$ cat src/logic/sdcd_consts.svh
`ifndef SDCD_CONSTS_SVH
`define SDCD_CONSTS_SVH

// Address bit that asks for auto-precharge or precharge of all banks
`define SDCD_AP_BIT      10
// Burst length field of the mode word
`define SDCD_BL_MSB      2
`define SDCD_BL_LSB      0
`define SDCD_BL_ONE      3'h0
`define SDCD_BL_TWO      3'h1
`define SDCD_BL_FOUR     3'h2
`define SDCD_BL_EIGHT    3'h3
`define SDCD_BL_FULL     3'h7
// Column counter width and last-beat counts
`define SDCD_COL_MSB     8
`define SDCD_LEFT_ONE    9'h000
`define SDCD_LEFT_TWO    9'h001
`define SDCD_LEFT_FOUR   9'h003
`define SDCD_LEFT_EIGHT  9'h007
`define SDCD_LEFT_FULL   9'h1ff
// Reset values
`define SDCD_RST_BL      3'h0
`define SDCD_RST_BANKS   4'h0
`define SDCD_RST_COL     9'h000
`define SDCD_RST_WORD    16'h0000

`endif

$ cat src/logic/sdcd_pkg.sv
package sdcd_pkg;

	typedef enum logic [3:0] {
		CMD_DESEL,
		CMD_NOP,
		CMD_ACT,
		CMD_READ,
		CMD_WRITE,
		CMD_PRE,
		CMD_MRS,
		CMD_BST,
		CMD_REF
	} sdcd_cmd_t;

	typedef enum logic [1:0] {
		PW_RUN,
		PW_SUSPEND,
		PW_PDOWN,
		PW_SELF
	} sdcd_pwr_t;

endpackage

$ cat src/logic/sdcd_decode.sv
`include "sdcd_consts.svh"
`timescale 1ns/1ps
`default_nettype none

module sdcd_decode
	import sdcd_pkg::*;
(
	input  wire logic        ref_clk,
	input  wire logic        rst,
	input  wire logic        cke,
	input  wire logic        cs_n,
	input  wire logic        ras_n,
	input  wire logic        cas_n,
	input  wire logic        we_n,
	input  wire logic        bank_select_lo,
	input  wire logic        bank_select_hi,
	input  wire logic [11:0] addr,
	input  wire logic        dqm,
	input  wire logic [15:0] rd_word,
	output var  sdcd_cmd_t   cmd_q,
	output logic             cmd_stb_q,
	output logic [1:0]       cmd_bank_q,
	output logic             cmd_apre_q,
	output logic             cmd_err_q,
	output var  sdcd_pwr_t   pwr_q,
	output logic             rx_en_q,
	output logic [3:0]       bank_open_q,
	output logic [2:0]       mode_bl_q,
	output logic             burst_run_q,
	output logic             burst_rd_q,
	output logic [8:0]       burst_col_q,
	output logic [8:0]       burst_left_q,
	output logic [15:0]      dout_q,
	output logic             dout_en_q
);

	function automatic sdcd_cmd_t strobe_dec(input logic r, input logic c,
			input logic w);
		unique case ({r, c, w})
			3'b011:  strobe_dec = CMD_ACT;
			3'b101:  strobe_dec = CMD_READ;
			3'b100:  strobe_dec = CMD_WRITE;
			3'b010:  strobe_dec = CMD_PRE;
			3'b000:  strobe_dec = CMD_MRS;
			3'b110:  strobe_dec = CMD_BST;
			3'b001:  strobe_dec = CMD_REF;
			default: strobe_dec = CMD_NOP;
		endcase
	endfunction

	function automatic logic [8:0] last_beat(input logic [2:0] bl);
		unique case (bl)
			`SDCD_BL_TWO:   last_beat = `SDCD_LEFT_TWO;
			`SDCD_BL_FOUR:  last_beat = `SDCD_LEFT_FOUR;
			`SDCD_BL_EIGHT: last_beat = `SDCD_LEFT_EIGHT;
			`SDCD_BL_FULL:  last_beat = `SDCD_LEFT_FULL;
			default:        last_beat = `SDCD_LEFT_ONE;
		endcase
	endfunction

	logic       cke_prev_q;
	logic       dqm_q;
	logic       burst_apre_q;
	logic [1:0] burst_bank_q;
	sdcd_cmd_t  cmd_raw;
	logic [1:0] bank;
	logic       live;
	logic       legal;
	logic       take;
	logic       cke_fall;
	logic       cke_rise;
	logic       run_ok;
	logic       full_page;
	logic       burst_end;

	always_comb begin
		bank     = {bank_select_hi, bank_select_lo};
		cmd_raw  = cs_n ? CMD_DESEL : strobe_dec(ras_n, cas_n, we_n);
		live     = (pwr_q == PW_RUN) && cke_prev_q;
		cke_fall = cke_prev_q && !cke;
		cke_rise = !cke_prev_q && cke;
		run_ok   = (pwr_q == PW_RUN);
		full_page = (mode_bl_q == `SDCD_BL_FULL);
		burst_end = run_ok && burst_run_q && !full_page
			&& (burst_left_q == `SDCD_RST_COL);
	end

	always_comb begin
		unique case (cmd_raw)
			CMD_ACT:   legal = !bank_open_q[bank];
			CMD_READ,
			CMD_WRITE: legal = bank_open_q[bank];
			CMD_BST:   legal = burst_run_q && full_page;
			CMD_MRS:   legal = (bank_open_q == `SDCD_RST_BANKS);
			CMD_REF:   legal = cke && (bank_open_q == `SDCD_RST_BANKS);
			default:   legal = 1'b1;
		endcase
		take = live && legal;
	end

	always_ff @(posedge ref_clk) begin
		if (rst) begin
			cke_prev_q <= 1'b0;
		end else begin
			cke_prev_q <= cke;
		end
	end

	// Power state; receivers stay on only while running or suspended
	always_ff @(posedge ref_clk) begin
		if (rst) begin
			pwr_q   <= PW_RUN;
			rx_en_q <= 1'b1;
		end else begin
			unique case (pwr_q)
				PW_RUN: begin
					if (cke_fall) begin
						if ((|bank_open_q) || burst_run_q) begin
							pwr_q   <= PW_SUSPEND;
						end else if (cmd_raw == CMD_REF) begin
							pwr_q   <= PW_SELF;
							rx_en_q <= 1'b0;
						end else begin
							pwr_q   <= PW_PDOWN;
							rx_en_q <= 1'b0;
						end
					end
				end
				PW_SUSPEND: begin
					if (cke_rise) begin
						pwr_q <= PW_RUN;
					end
				end
				PW_PDOWN, PW_SELF: begin
					if (cke_rise) begin
						pwr_q   <= PW_RUN;
						rx_en_q <= 1'b1;
					end
				end
			endcase
		end
	end

	// Decoded command report, one cycle per sampled edge
	always_ff @(posedge ref_clk) begin
		if (rst) begin
			cmd_q      <= CMD_NOP;
			cmd_stb_q  <= 1'b0;
			cmd_bank_q <= 2'h0;
			cmd_apre_q <= 1'b0;
			cmd_err_q  <= 1'b0;
		end else begin
			cmd_q      <= live ? cmd_raw : CMD_NOP;
			cmd_stb_q  <= take && (cmd_raw != CMD_NOP)
				&& (cmd_raw != CMD_DESEL);
			cmd_bank_q <= bank;
			cmd_apre_q <= addr[`SDCD_AP_BIT];
			cmd_err_q  <= live && !legal;
		end
	end

	always_ff @(posedge ref_clk) begin
		if (rst) begin
			mode_bl_q <= `SDCD_RST_BL;
		end else if (take && cmd_raw == CMD_MRS) begin
			mode_bl_q <= addr[`SDCD_BL_MSB:`SDCD_BL_LSB];
		end
	end

	// Bank open flags; auto-precharge closes the bank at burst end
	always_ff @(posedge ref_clk) begin
		if (rst) begin
			bank_open_q <= `SDCD_RST_BANKS;
		end else begin
			if (burst_end && burst_apre_q) begin
				bank_open_q[burst_bank_q] <= 1'b0;
			end
			if (take && cmd_raw == CMD_ACT) begin
				bank_open_q[bank] <= 1'b1;
			end else if (take && cmd_raw == CMD_PRE) begin
				if (addr[`SDCD_AP_BIT]) begin
					bank_open_q <= `SDCD_RST_BANKS;
				end else begin
					bank_open_q[bank] <= 1'b0;
				end
			end
		end
	end

	// Burst tracking; frozen outside the run state
	always_ff @(posedge ref_clk) begin
		if (rst) begin
			burst_run_q  <= 1'b0;
			burst_rd_q   <= 1'b0;
			burst_apre_q <= 1'b0;
			burst_bank_q <= 2'h0;
			burst_col_q  <= `SDCD_RST_COL;
			burst_left_q <= `SDCD_RST_COL;
		end else if (take && (cmd_raw == CMD_READ
				|| cmd_raw == CMD_WRITE)) begin
			burst_run_q  <= 1'b1;
			burst_rd_q   <= (cmd_raw == CMD_READ);
			burst_apre_q <= addr[`SDCD_AP_BIT] && !full_page;
			burst_bank_q <= bank;
			burst_col_q  <= addr[`SDCD_COL_MSB:0];
			burst_left_q <= last_beat(mode_bl_q);
		end else if (take && cmd_raw == CMD_BST) begin
			burst_run_q <= 1'b0;
		end else if (take && cmd_raw == CMD_PRE
				&& (addr[`SDCD_AP_BIT] || bank == burst_bank_q)) begin
			burst_run_q <= 1'b0;
		end else if (run_ok && burst_run_q) begin
			burst_col_q <= burst_col_q + 9'h001;
			if (burst_end) begin
				burst_run_q <= 1'b0;
			end else if (!full_page) begin
				burst_left_q <= burst_left_q - 9'h001;
			end
		end
	end

	// Output data latch and byte mask
	always_ff @(posedge ref_clk) begin
		if (rst) begin
			dqm_q     <= 1'b0;
			dout_q    <= `SDCD_RST_WORD;
			dout_en_q <= 1'b0;
		end else if (run_ok) begin
			if (cke_prev_q) begin
				dqm_q <= dqm;
			end
			if (burst_run_q && burst_rd_q) begin
				dout_q <= rd_word;
			end
			dout_en_q <= burst_run_q && burst_rd_q && !dqm_q;
		end
	end

endmodule // sdcd_decode

`default_nettype wire

$ cat config.mk
export PLATFORM = sky130hd
export DESIGN_NAME = sdcd_decode
export DESIGN_NICKNAME = d
export VERILOG_FILES = /design/src/logic/sdcd_pkg.sv /design/src/logic/sdcd_decode.sv
export VERILOG_INCLUDE_DIRS = /design/src /design/src/logic
export SDC_FILE = /design/constraint.sdc
export NUM_CORES = 1
export LEC_CHECK = 0
export BUFFER_PORTS_ARGS = -buffer_cell sky130_fd_sc_hd__buf_4
export CAP_MARGIN = 20
export CORE_MARGIN = 2
export CORE_UTILIZATION = 55
export DETAILED_ROUTE_END_ITERATION = 10
export PLACE_DENSITY = 0.9
export SYNTH_ARGS = -nofsm -noshare
export SYNTH_HDL_FRONTEND = slang
export SYNTH_SLANG_ARGS = --single-unit
export TNS_END_PERCENT = 5
$ cat constraint.sdc
create_clock -name ref_clk -period 3.5 [get_ports ref_clk]
set_input_delay 0.525 -clock ref_clk [delete_from_list [all_inputs] [get_ports ref_clk]]
set_output_delay 0.525 -clock ref_clk [all_outputs]
set_load 0.005 [all_outputs]
# Word level (Yosys, flattened, before mapping)
# Index checks and enable logic that the tools add are counted.
totals:
  regBits: 61
  in_bits: 38
  output_inout_bits: 56
  word_cells: 154
op_classes:
  n_addsub: 2
  n_lt_le_gt_ge: 4
  n_eq_ne: 30
  mux: 39
  bitwise_logic: 6
  n_reduce_logical: 54
op_table:
  columns: ["cell", "count"]
  rows:
  - ["9-bit 2-to-1 mux", 10]
  - ["9-bit case mux with 4 select lines", 1]
  - ["4-bit case mux with 7 select lines", 1]
  - ["1-bit logical AND", 24]
  - ["4-bit 2-to-1 mux", 6]
  - ["4-bit by 3-bit equality test with 1-bit output, second input constant", 4]
  - ["3-bit by 2-bit equality test with 1-bit output, second input constant", 4]
  - ["3-bit equality test, second input constant", 4]
  - ["1-bit 2-to-1 mux", 12]
  - ["4-bit nonzero test", 3]
  - ["2-bit != test, second input constant", 5]
  - ["9-bit by 1-bit adder with 9-bit output, second input constant", 1]
  - ["9-bit zero test", 1]
  - ["9-bit by 1-bit subtractor with 9-bit output, second input constant", 1]
  - ["4-bit AND", 2]
  - ["4-bit by 2-bit equality test with 1-bit output, second input constant", 2]
  - ["4-bit NOT", 2]
  - ["2-bit AND reduction", 4]
  - ["3-bit by 1-bit equality test with 1-bit output, second input constant", 2]
  - ["1-bit zero test", 6]
  - ["2-bit by 3-bit < comparator with 1-bit output, second input constant", 2]
  - ["2-bit 2-to-1 mux", 3]
  - ["2-bit by 1-bit != test with 1-bit output, second input constant", 3]
  - ["2-bit OR reduction", 3]
  - ["23 further kinds", 29]

# Longest topological paths before layout
# Gate-level depths: netlist (run 1).
logic_depth:
  word_depth: 12
  ltp_mapped: 9
  depth_no_buf: 7

# Worst setup path after synthesis (run 1)
# No wires, ideal clock.
synth_path:
  kind: "input to register"
  startpoint: "input port we_n"
  endpoint: "register burst_col_q[0]"
  setup_ns: 0.088
  arrival_time_ns: 2.099
  t_required_ns: 3.412
  slack_ns: 1.312
  path_stages: 8
  n_path_buf: 2
  cell_sequence: "buf_2 -> a31oi_1 -> o31ai_1 -> nor3_2 -> a21boi_4 -> buf_6 -> or3_1 -> a311oi_2"
synth_via:
  elab_chain_cells: 11
  elab_cells_between_ends: 29
  cone_classes: "eq/ne: 15; mux: 4; reduce/logical: 10"
synth_rtl:
  columns: ["item", "line", "text"]
  rows:
  - ["from (decl)", "sdcd_decode.sv:14", "input wire logic we_n,"]
  - ["3-bit by 1-bit equality test with 1-bit output (tied with other cells)", "sdcd_decode.sv:39", "unique case ({r, c, w})"]
  - ["4-bit case mux with 7 select lines (*)", "sdcd_decode.sv:39", null]
  - ["4-bit 2-to-1 mux (*)", "sdcd_decode.sv:78", "cmd_raw = cs_n ? CMD_DESEL : strobe_dec(ras_n, cas_n, we_n);"]
  - ["4-bit by 2-bit equality test with 1-bit output / 4-bit by 3-bit equality test with 1-bit output (equally long branches)", "sdcd_decode.sv:89, sdcd_decode.sv:199, sdcd_decode.sv:200", null]
  - ["2-bit OR reduction", "sdcd_decode.sv:89", "unique case (cmd_raw)"]
  - ["1-bit case mux with 5 select lines", "sdcd_decode.sv:89", null]
  - ["1-bit logical AND", "sdcd_decode.sv:98", "take = live && legal;"]
  - ["1-bit logical AND (2 in a row)", "sdcd_decode.sv:209", "end else if (take && cmd_raw == CMD_PRE"]
  - ["2-bit != test (no source line)", null, null]
  - ["3-bit AND reduction (no source line)", null, null]
  - ["to (signal assigned)", "sdcd_decode.sv:197", "burst_col_q <= `SDCD_RST_COL;"]
  - ["to (signal assigned)", "sdcd_decode.sv:205", "burst_col_q <= addr[`SDCD_COL_MSB:0];"]
  - ["to (signal assigned)", "sdcd_decode.sv:213", "burst_col_q <= burst_col_q + 9'h001;"]
  - ["to (decl)", "sdcd_decode.sv:31", "output logic [8:0] burst_col_q,"]
# Every way passes the cells marked *; elsewhere a longest branch is shown, timed or not.
# A chain may end at the register's enable or synchronous reset.

# Final worst setup path (run 1)
layout_path:
  startpoint: "register bank_open_q[0]"
  endpoint: "register burst_col_q[1]"
layout_via:
  elab_chain_cells: 9
  elab_cells_between_ends: 16
  cone_classes: "eq/ne: 2; mux: 4; reduce/logical: 10"
layout_rtl:
  columns: ["item", "line", "text"]
  rows:
  - ["from (decl)", "sdcd_decode.sv:27", "output logic [3:0] bank_open_q,"]
  - ["from (signal assigned)", "sdcd_decode.sv:173", "bank_open_q <= `SDCD_RST_BANKS;"]
  - ["from (signal assigned)", "sdcd_decode.sv:182", "bank_open_q <= `SDCD_RST_BANKS;"]
  - ["1-bit binary-select mux with 2-bit select", "sdcd_decode.sv:90, sdcd_decode.sv:92", null]
  - ["1-bit 2-to-1 mux (not written as such)", "sdcd_decode.sv:90, sdcd_decode.sv:92", null]
  - ["1-bit zero test", "sdcd_decode.sv:90", "CMD_ACT: legal = !bank_open_q[bank];"]
  - ["1-bit case mux with 5 select lines (*)", "sdcd_decode.sv:89", null]
  - ["1-bit logical AND (*)", "sdcd_decode.sv:98", null]
  - ["1-bit logical AND (2 in a row)", "sdcd_decode.sv:209", null]
  - ["2-bit != test (no source line)", null, null]
  - ["3-bit AND reduction (no source line)", null, null]
# Every way passes the cells marked *; elsewhere a longest branch is shown, timed or not. The select of a mux whose other input is x is not followed.

==> out/results.ini, run 1 <==
[worst_setup_path]
critPathMaxStageDelay_ps=640
critPathMaxFanout=32
setup.worst_path.start=bank_open_q[0]
cp.arrival_ps=2770
crit_required_ps=3750
start_kind=register
worst-setup-path-type=reg2reg
cp-endpoint=burst_col_q[1]
crit_path_end_kind=register
worst_r2r_startpoint=bank_open_q[0]
path_cells=or4_4 > a221oi_4 > nor3_2 > a21boi_4 > o21ai_1 > a311oi_2
cp_slowest_cell=a21boi_4
rr_endpoint=burst_col_q[1]
r2r_slack_ps=980
ff2ff_path_depth=6

[floorplanning]
fp-row-count=26
coreArea_um2=5140
die_y_um=77.43
dieArea_um2=5995
die-width_um=77.43
initial_core_util_pct=57.69
num_io_pins=94

[cts]
cts_hold_buf=0
h-tree-depth=3
cts-resized-gates=0
clkTransAtPathRegs_ps=70
numCtsBuffers=9
clk-insertion-delay-late_ps=340
cts_sinks=61
clockBufferDepth=2
cts_setup_buffers=0
cts_tree=built
cts_root_buf=clkbuf_8

[drt]
routedWlPerCell_um=15.21
drt-total-wl_um=7710
via_count=2922
via_per_inst=5.763
ant_nets=0
first_pass_iters=4
drt_drc_violations_left=0
drt_iter0_markers=259

[sta]
max_clock_freq_ghz=0.3965
rsz0062_at_grt=false
maxSlewHeadroom_pct=46.52
drv_slew=0
clock_skew_ps=7.828
fin_ws_ps=978.2
period_share_pct=72.05
setup_tns_ps=0
fin_crit_ps=2522
hold_viol=0
tightest_slew_ps=801.7
setup_viol=0

[finish]
final_common_cell=buf_4
fin_util_pct=74.17
antenna-diode-count=0
layout.cells.non_filler=507
drive_gt1_share_pct=28.60
area_growth_pct=28.57
final_area_um2=3812
final_nets=472
final_cell_mix=92 x buf_4, 61 x dfxtp_1, 52 x nand2_1

[yosys]
synth.net_count=389
synth_warnings=0
synth.avg_cell_area_um2=8.497
syn_inst=349
synth_edf_count=0
async_flop_share_pct=0
syn_area_um2=2965
synthFlopType=dfxtp_1
ys_ff_latch=61
ys_seq_area_share_pct=41.18
yosysUniqueCellTypes=54

[placed_design]
place_area_um2=3621
place_ws_ps=858.3
port_buffers=91
dp_hpwl_um=5245
finalWeightedCongestion=0.8179
dpl.cell_count=491

[status]
status=complete, no violations

[global_routing]
antenna_found_initial=0
grt_pass1_vias=2612
grt_pass1_wl_um=12600
track_usage_pct=26.00
gr-total-overflow=0
grt_start_max_net_pins=51

[flow_run]
maxCapViolations=0

[power_and_ir_drop]
peakVddDrop_mv=0.2339
p_leak_nw=1.458
powerDensity_nw_per_um2=382.1

[hold_path]
hp-class=in2reg

Yosys cell counts, drive strengths merged (2+ instances only):
cell / instances / share of area [%]
a311oi: 8 / 3.8
nand3b: 2 / 0.51
o221ai: 2 / 0.59
dfxtp: 61 / 41
buf: 14 / 3.4
o21ai: 20 / 3.8
inv: 14 / 1.8
o2111ai: 4 / 1.2
o311ai: 3 / 0.89
o211a: 2 / 0.68
nand2: 52 / 6.6
mux2i: 6 / 2.0
or3: 11 / 2.3
nand4b: 2 / 0.59
nor2b: 6 / 1.3
ha: 2 / 0.84
o32ai: 2 / 0.59
a31oi: 9 / 2.1
clkbuf: 6 / 0.76
nand4: 5 / 1.1
o31ai: 8 / 2.0
nor3: 7 / 1.4
nand3: 9 / 1.5
and3: 2 / 0.42
nor2: 28 / 3.5
nand2b: 5 / 1.1
o211ai: 2 / 0.51
xnor2: 4 / 1.2
or2: 4 / 0.84
a21oi: 30 / 5.1
a21boi: 2 / 1.0
nor4: 2 / 0.42
or4: 6 / 1.6
worst min path at each step:
stage,start,cells past startpoint,slack [ps],endpoint
final,rd_word[15],3,430,dout_q[15]
after global routing,rd_word[4],3,430,dout_q[4]
after CTS,rd_word[14],3,420,dout_q[14]
after detailed placement,burst_apre_q,2,440,burst_apre_q
after global placement,burst_apre_q,2,430,burst_apre_q
after floorplan,burst_apre_q,2,430,burst_apre_q
critical path, delay by kind of cell (launching register included):
kind	cells	cell delay (ps)
AO/OA/AOI/OAI	4	1390
flip-flops	1	330
AND/OR/NAND/NOR	2	710
report_power, final:
part | switching, W | leakage [nW] | internal [W]
Sequential | 0.00000968 | 0.494 | 0.000705
Combinational | 0.0000693 | 0.861 | 0.0000614
Clock | 0.000268 | 0.103 | 0.000343
Total | 0.000347 | 1.46 | 0.00111
kinds of logic after synthesis:
| kind of cell | synth area share, % |
|---|---|
| buf+inv | 5.907 |
| fa+ha+maj | 1.181 |
| xor+xnor | 1.181 |
| mux | 2.025 |
| simple gates | 24.26 |
| flops | 41.18 |
| compound gates | 24.26 |
area by class of cell:
cell class,instances,area [um2]
Tap cell,70,87.58
Sequential cell,61,1221
Clock buffer,11,141.4
Timing Repair Buffer,92,690.7
Fill cell,401,1328
Clock inverter,5,50.05
Inverter,14,52.55
Multi-Input combinational cell,254,1569
layer usage:
metal | part of all wire (%) | routed length (um) | vias up | track usage, %
li1 | - | - | 1432 | -
met1 | 42 | 3256 | 1347 | 32.75
met2 | 48 | 3717 | 119 | 41.48
met3 | 6.9 | 529 | 24 | 6.395
met4 | 2.7 | 207 | 0 | 13.04
met5 | 0 | 0 | - | 0
stage by stage:
step / hold slack [ps] / total power, W
global placement: 434.7 / 0.0008548
finish: 428.4 / 0.001457
floorplan: 427.3 / 0.0008012
detailed placement: 442.6 / 0.0008585
CTS: 424.4 / 0.001460
global route: 430.7 / 0.001507
registers in the layout (all words and copies together) (netlist names), 2 cells and up:
name and cells:
dout_q 16, cmd_bank_q 2, burst_col_q 9, burst_left_q 9, cmd_q 4, pwr_q 2
burst_bank_q 2, bank_open_q 4, mode_bl_q 3
(Power assumes the default switching activity.)
==> inputs of run 2 (changes only) <==
--- a/config.mk
+++ b/config.mk
@@ -6,12 +6,13 @@
 export SDC_FILE = /design/constraint.sdc
 export NUM_CORES = 1
 export LEC_CHECK = 0
+export ABC_AREA = 1
 export BUFFER_PORTS_ARGS = -buffer_cell sky130_fd_sc_hd__buf_4
 export CAP_MARGIN = 20
 export CORE_MARGIN = 2
-export CORE_UTILIZATION = 55
+export CORE_UTILIZATION = 46
 export DETAILED_ROUTE_END_ITERATION = 10
-export PLACE_DENSITY = 0.9
+export PLACE_DENSITY = 0.8
 export SYNTH_ARGS = -nofsm -noshare
 export SYNTH_HDL_FRONTEND = slang
 export SYNTH_SLANG_ARGS = --single-unit
==> constraint.sdc (replaced) <==
create_clock -name ref_clk -period 2.1 [get_ports ref_clk]
set_input_delay 0.315 -clock ref_clk [delete_from_list [all_inputs] [get_ports ref_clk]]
set_output_delay 0.315 -clock ref_clk [all_outputs]
set_load 0.005 [all_outputs]
==> run 2 against run 1 <==
Utilization fell by 11 points. Critical path depth grew 9. Largest power group unchanged. Sequential share of layout area is 2.3 points lower. Maximum frequency increased by 32%. Count of clock-buffer cells in the layout rose by 1. Critical path type unchanged. Non-clock buffer count up 13.
==> out/results.ini, run 2 <==
[finish]
top_register=dout_q
largest_reg_flops=16
area_growth_pct=31.94
reg_top3=dout_q: 16 flops, burst_col_q: 9 flops, burst_left_q: 9 flops
antenna-diode-count=0
final_area_um2=4104
n_fill_cell=603
final_nets=604
drive_gt1_share_pct=26.01
final_cell_mix=105 x nand2_1, 105 x buf_4, 94 x nor2_1

[drt]
via_count=3340
ant_nets=0
routedWlPerCell_um=12.59
drt_drc_violations_left=0
drt_iter0_markers=134
first_pass_iters=5
drt-total-wl_um=8135
via_per_inst=5.170

[placed_design]
port_buffers=91
finalWeightedCongestion=0.8854
place_area_um2=3894
dp_hpwl_um=5959

[global_routing]
antenna_found_initial=0
grt_pass1_vias=3175
track_usage_pct=22.76
grt_pass1_wl_um=13770
grt_start_max_net_pins=26
gr-total-overflow=0

[worst_setup_path]
cp_slowest_cell=dfxtp_1
crit_required_ps=2320
crit_path_end_kind=register
path_common_cell=nand2_1
start_kind=register
critPathMaxStageDelay_ps=370
critPathMaxFanout=22
worst-setup-path-type=reg2reg
cp.arrival_ps=2130
path_cells=inv_1 > nand2_1 > nand2_1 > nand2_1 > nand2_1 > nand2_1 > nand2_1 > nor2_2 > nand2_4 > nand3_4 > inv_2 > nand2_1 > nand2_1 > nor2_1 > nor2_1

[floorplanning]
dieArea_um2=7436
die-width_um=86.23
die_y_um=86.23
initial_core_util_pct=48.16
num_io_pins=94
coreArea_um2=6459
fp-row-count=29

[sta]
setup_tns_ps=0
setup_viol=0
hold_viol=0
maxSlewHeadroom_pct=71.98
clock_skew_ps=11.14
tightest_slew_ps=416.7
period_share_pct=90.87
rsz0062_at_grt=true
drv_slew=0
max_clock_freq_ghz=0.5241
fin_crit_ps=1908

[yosys]
synth.most_common_cell=nand2_1
yosysUniqueCellTypes=33
synth_common_cells=105 x nand2_1, 94 x nor2_1, 61 x dfxtp_1
syn_area_um2=3110
synth_warnings=0
synth_top_area_share_pct=39.26
async_flop_share_pct=0
synth.net_count=503
yosysTopAreaCell=dfxtp_1
ys_ff_latch=61
synthFlopType=dfxtp_1
synthTopCellsByArea=dfxtp_1 39%, nand2_1 13%, nor2_1 11%, o21ai_0 5.3%, inv_1 5.2%
synth.avg_cell_area_um2=6.718
ys_seq_area_share_pct=39.26
synth_edf_count=0
syn_inst=463

[cts]
cts_sinks=61
clockBufferDepth=2
numCtsBuffers=9
cts_root_buf=clkbuf_8
clkTransAtPathRegs_ps=70
h-tree-depth=3
cts_tree=built
cts-resized-gates=0
clk-insertion-delay-late_ps=330

[power_and_ir_drop]
powerDensity_nw_per_um2=629.7
pwr-share-seq_pct=46.3
peakVddDrop_mv=0.4189
power_switching_w=0.0006235
pwr-share-comb_pct=12.0
p_leak_nw=2.114
clockPowerShare_pct=41.7
switching_share_pct=24.13
p_int_w=0.001961

[hold_path]
hp-class=in2reg

[flow_run]
maxCapViolations=0

[status]
status=complete, no violations

[run 2: cell count changes after synthesis, moves of 15 or more]
cell | previous run | this run
nor2_1 | 28 | 94
nand2_1 | 52 | 105
inv_1 | 14 | 43
o21ai_0 | 4 | 33
nand3_1 | 9 | 32
a21oi_1 | 30 | 15
o21ai_1 | 15 | 0
[run 2: per-layer routing]
| metal | global-route usage [%] | share of wire (%) |
|---|---|---|
| met1 | 28.58 | 44 |
| met2 | 38.55 | 48 |
| met3 | 5.143 | 7.3 |
| met4 | 7.955 | 0.98 |
| met5 | 0 | 0 |
[run 2: cell families after synthesis]
| kind of cell | share of synthesized area, % |
|---|---|
| compound gates | 11.10 |
| xor+xnor | 3.379 |
| fa+ha+maj | 0.8044 |
| buf+inv | 9.412 |
| flops | 39.26 |
| simple gates | 36.04 |
[run 2: area by class of cell]
| cell class | count | area [um2] | area share, % |
|---|---|---|---|
| inverters | 51 | 191.4 | 4.665 |
| flip-flops and latches | 61 | 1221 | 29.76 |
| clock inverters | 4 | 45.04 | 1.098 |
| multi-input cells | 336 | 1597 | 38.90 |
| repair buffers | 105 | 788.3 | 19.21 |
| well taps | 77 | 96.34 | 2.348 |
| clock buffers | 12 | 165.2 | 4.024 |
[run 2: power by group through the flow]
stage | Combinational [W] | Sequential [W] | Clock, W
2_1_floorplan | 0.000175 | 0.00122 | 0
3_3_place_gp | 0.000297 | 0.00122 | 0
3_5_place_dp | 0.000305 | 0.00122 | 0
4_1_cts | 0.000308 | 0.00120 | 0.00110
5_1_grt | 0.000346 | 0.00120 | 0.00116
6_report | 0.000309 | 0.00120 | 0.00108
[run 2: stage by stage]
stage | utilization, % | hold WS, ps | power, W | worst slack [ps] | cells
6_report | 63.54 | 189.0 | 0.002584 | 191.8 | 646
3_5_place_dp | 60.29 | 444.5 | 0.001528 | 76.25 | 630
4_1_cts | 63.54 | 173.2 | 0.002607 | 222.5 | 646
2_1_floorplan | - | 391.8 | 0.001397 | 440.4 | 463
5_1_grt | 63.54 | 179.7 | 0.002702 | -7.109 | 646
3_3_place_gp | 60.29 | 452.4 | 0.001519 | 90.31 | 630
[run 2: worst paths after layout]
check                      start         endpoint  slack [ps]  cells after the start
setup / recovery  bank_open_q[1]  burst_left_q[5]         190                     15
hold / removal              we_n         cmd_q[2]         190                      2
setup reg to reg  bank_open_q[1]  burst_left_q[5]         190                     15
hold reg to reg          rx_en_q          rx_en_q         460                      2
[run 2: what timing repair did]
item / in CTS / in global routing
setup endpoints to repair: 0 / 2
hold buffers: 0 / 0
endpoints found under the hold margin: 0 / 0
buffers inserted: 0 / 0
[run 2: critical path: cells and delay by family (launching register included)]
kind	cells	cell delay [ps]
flops	1	370
buf+inv	2	150
simple gates	13	1270
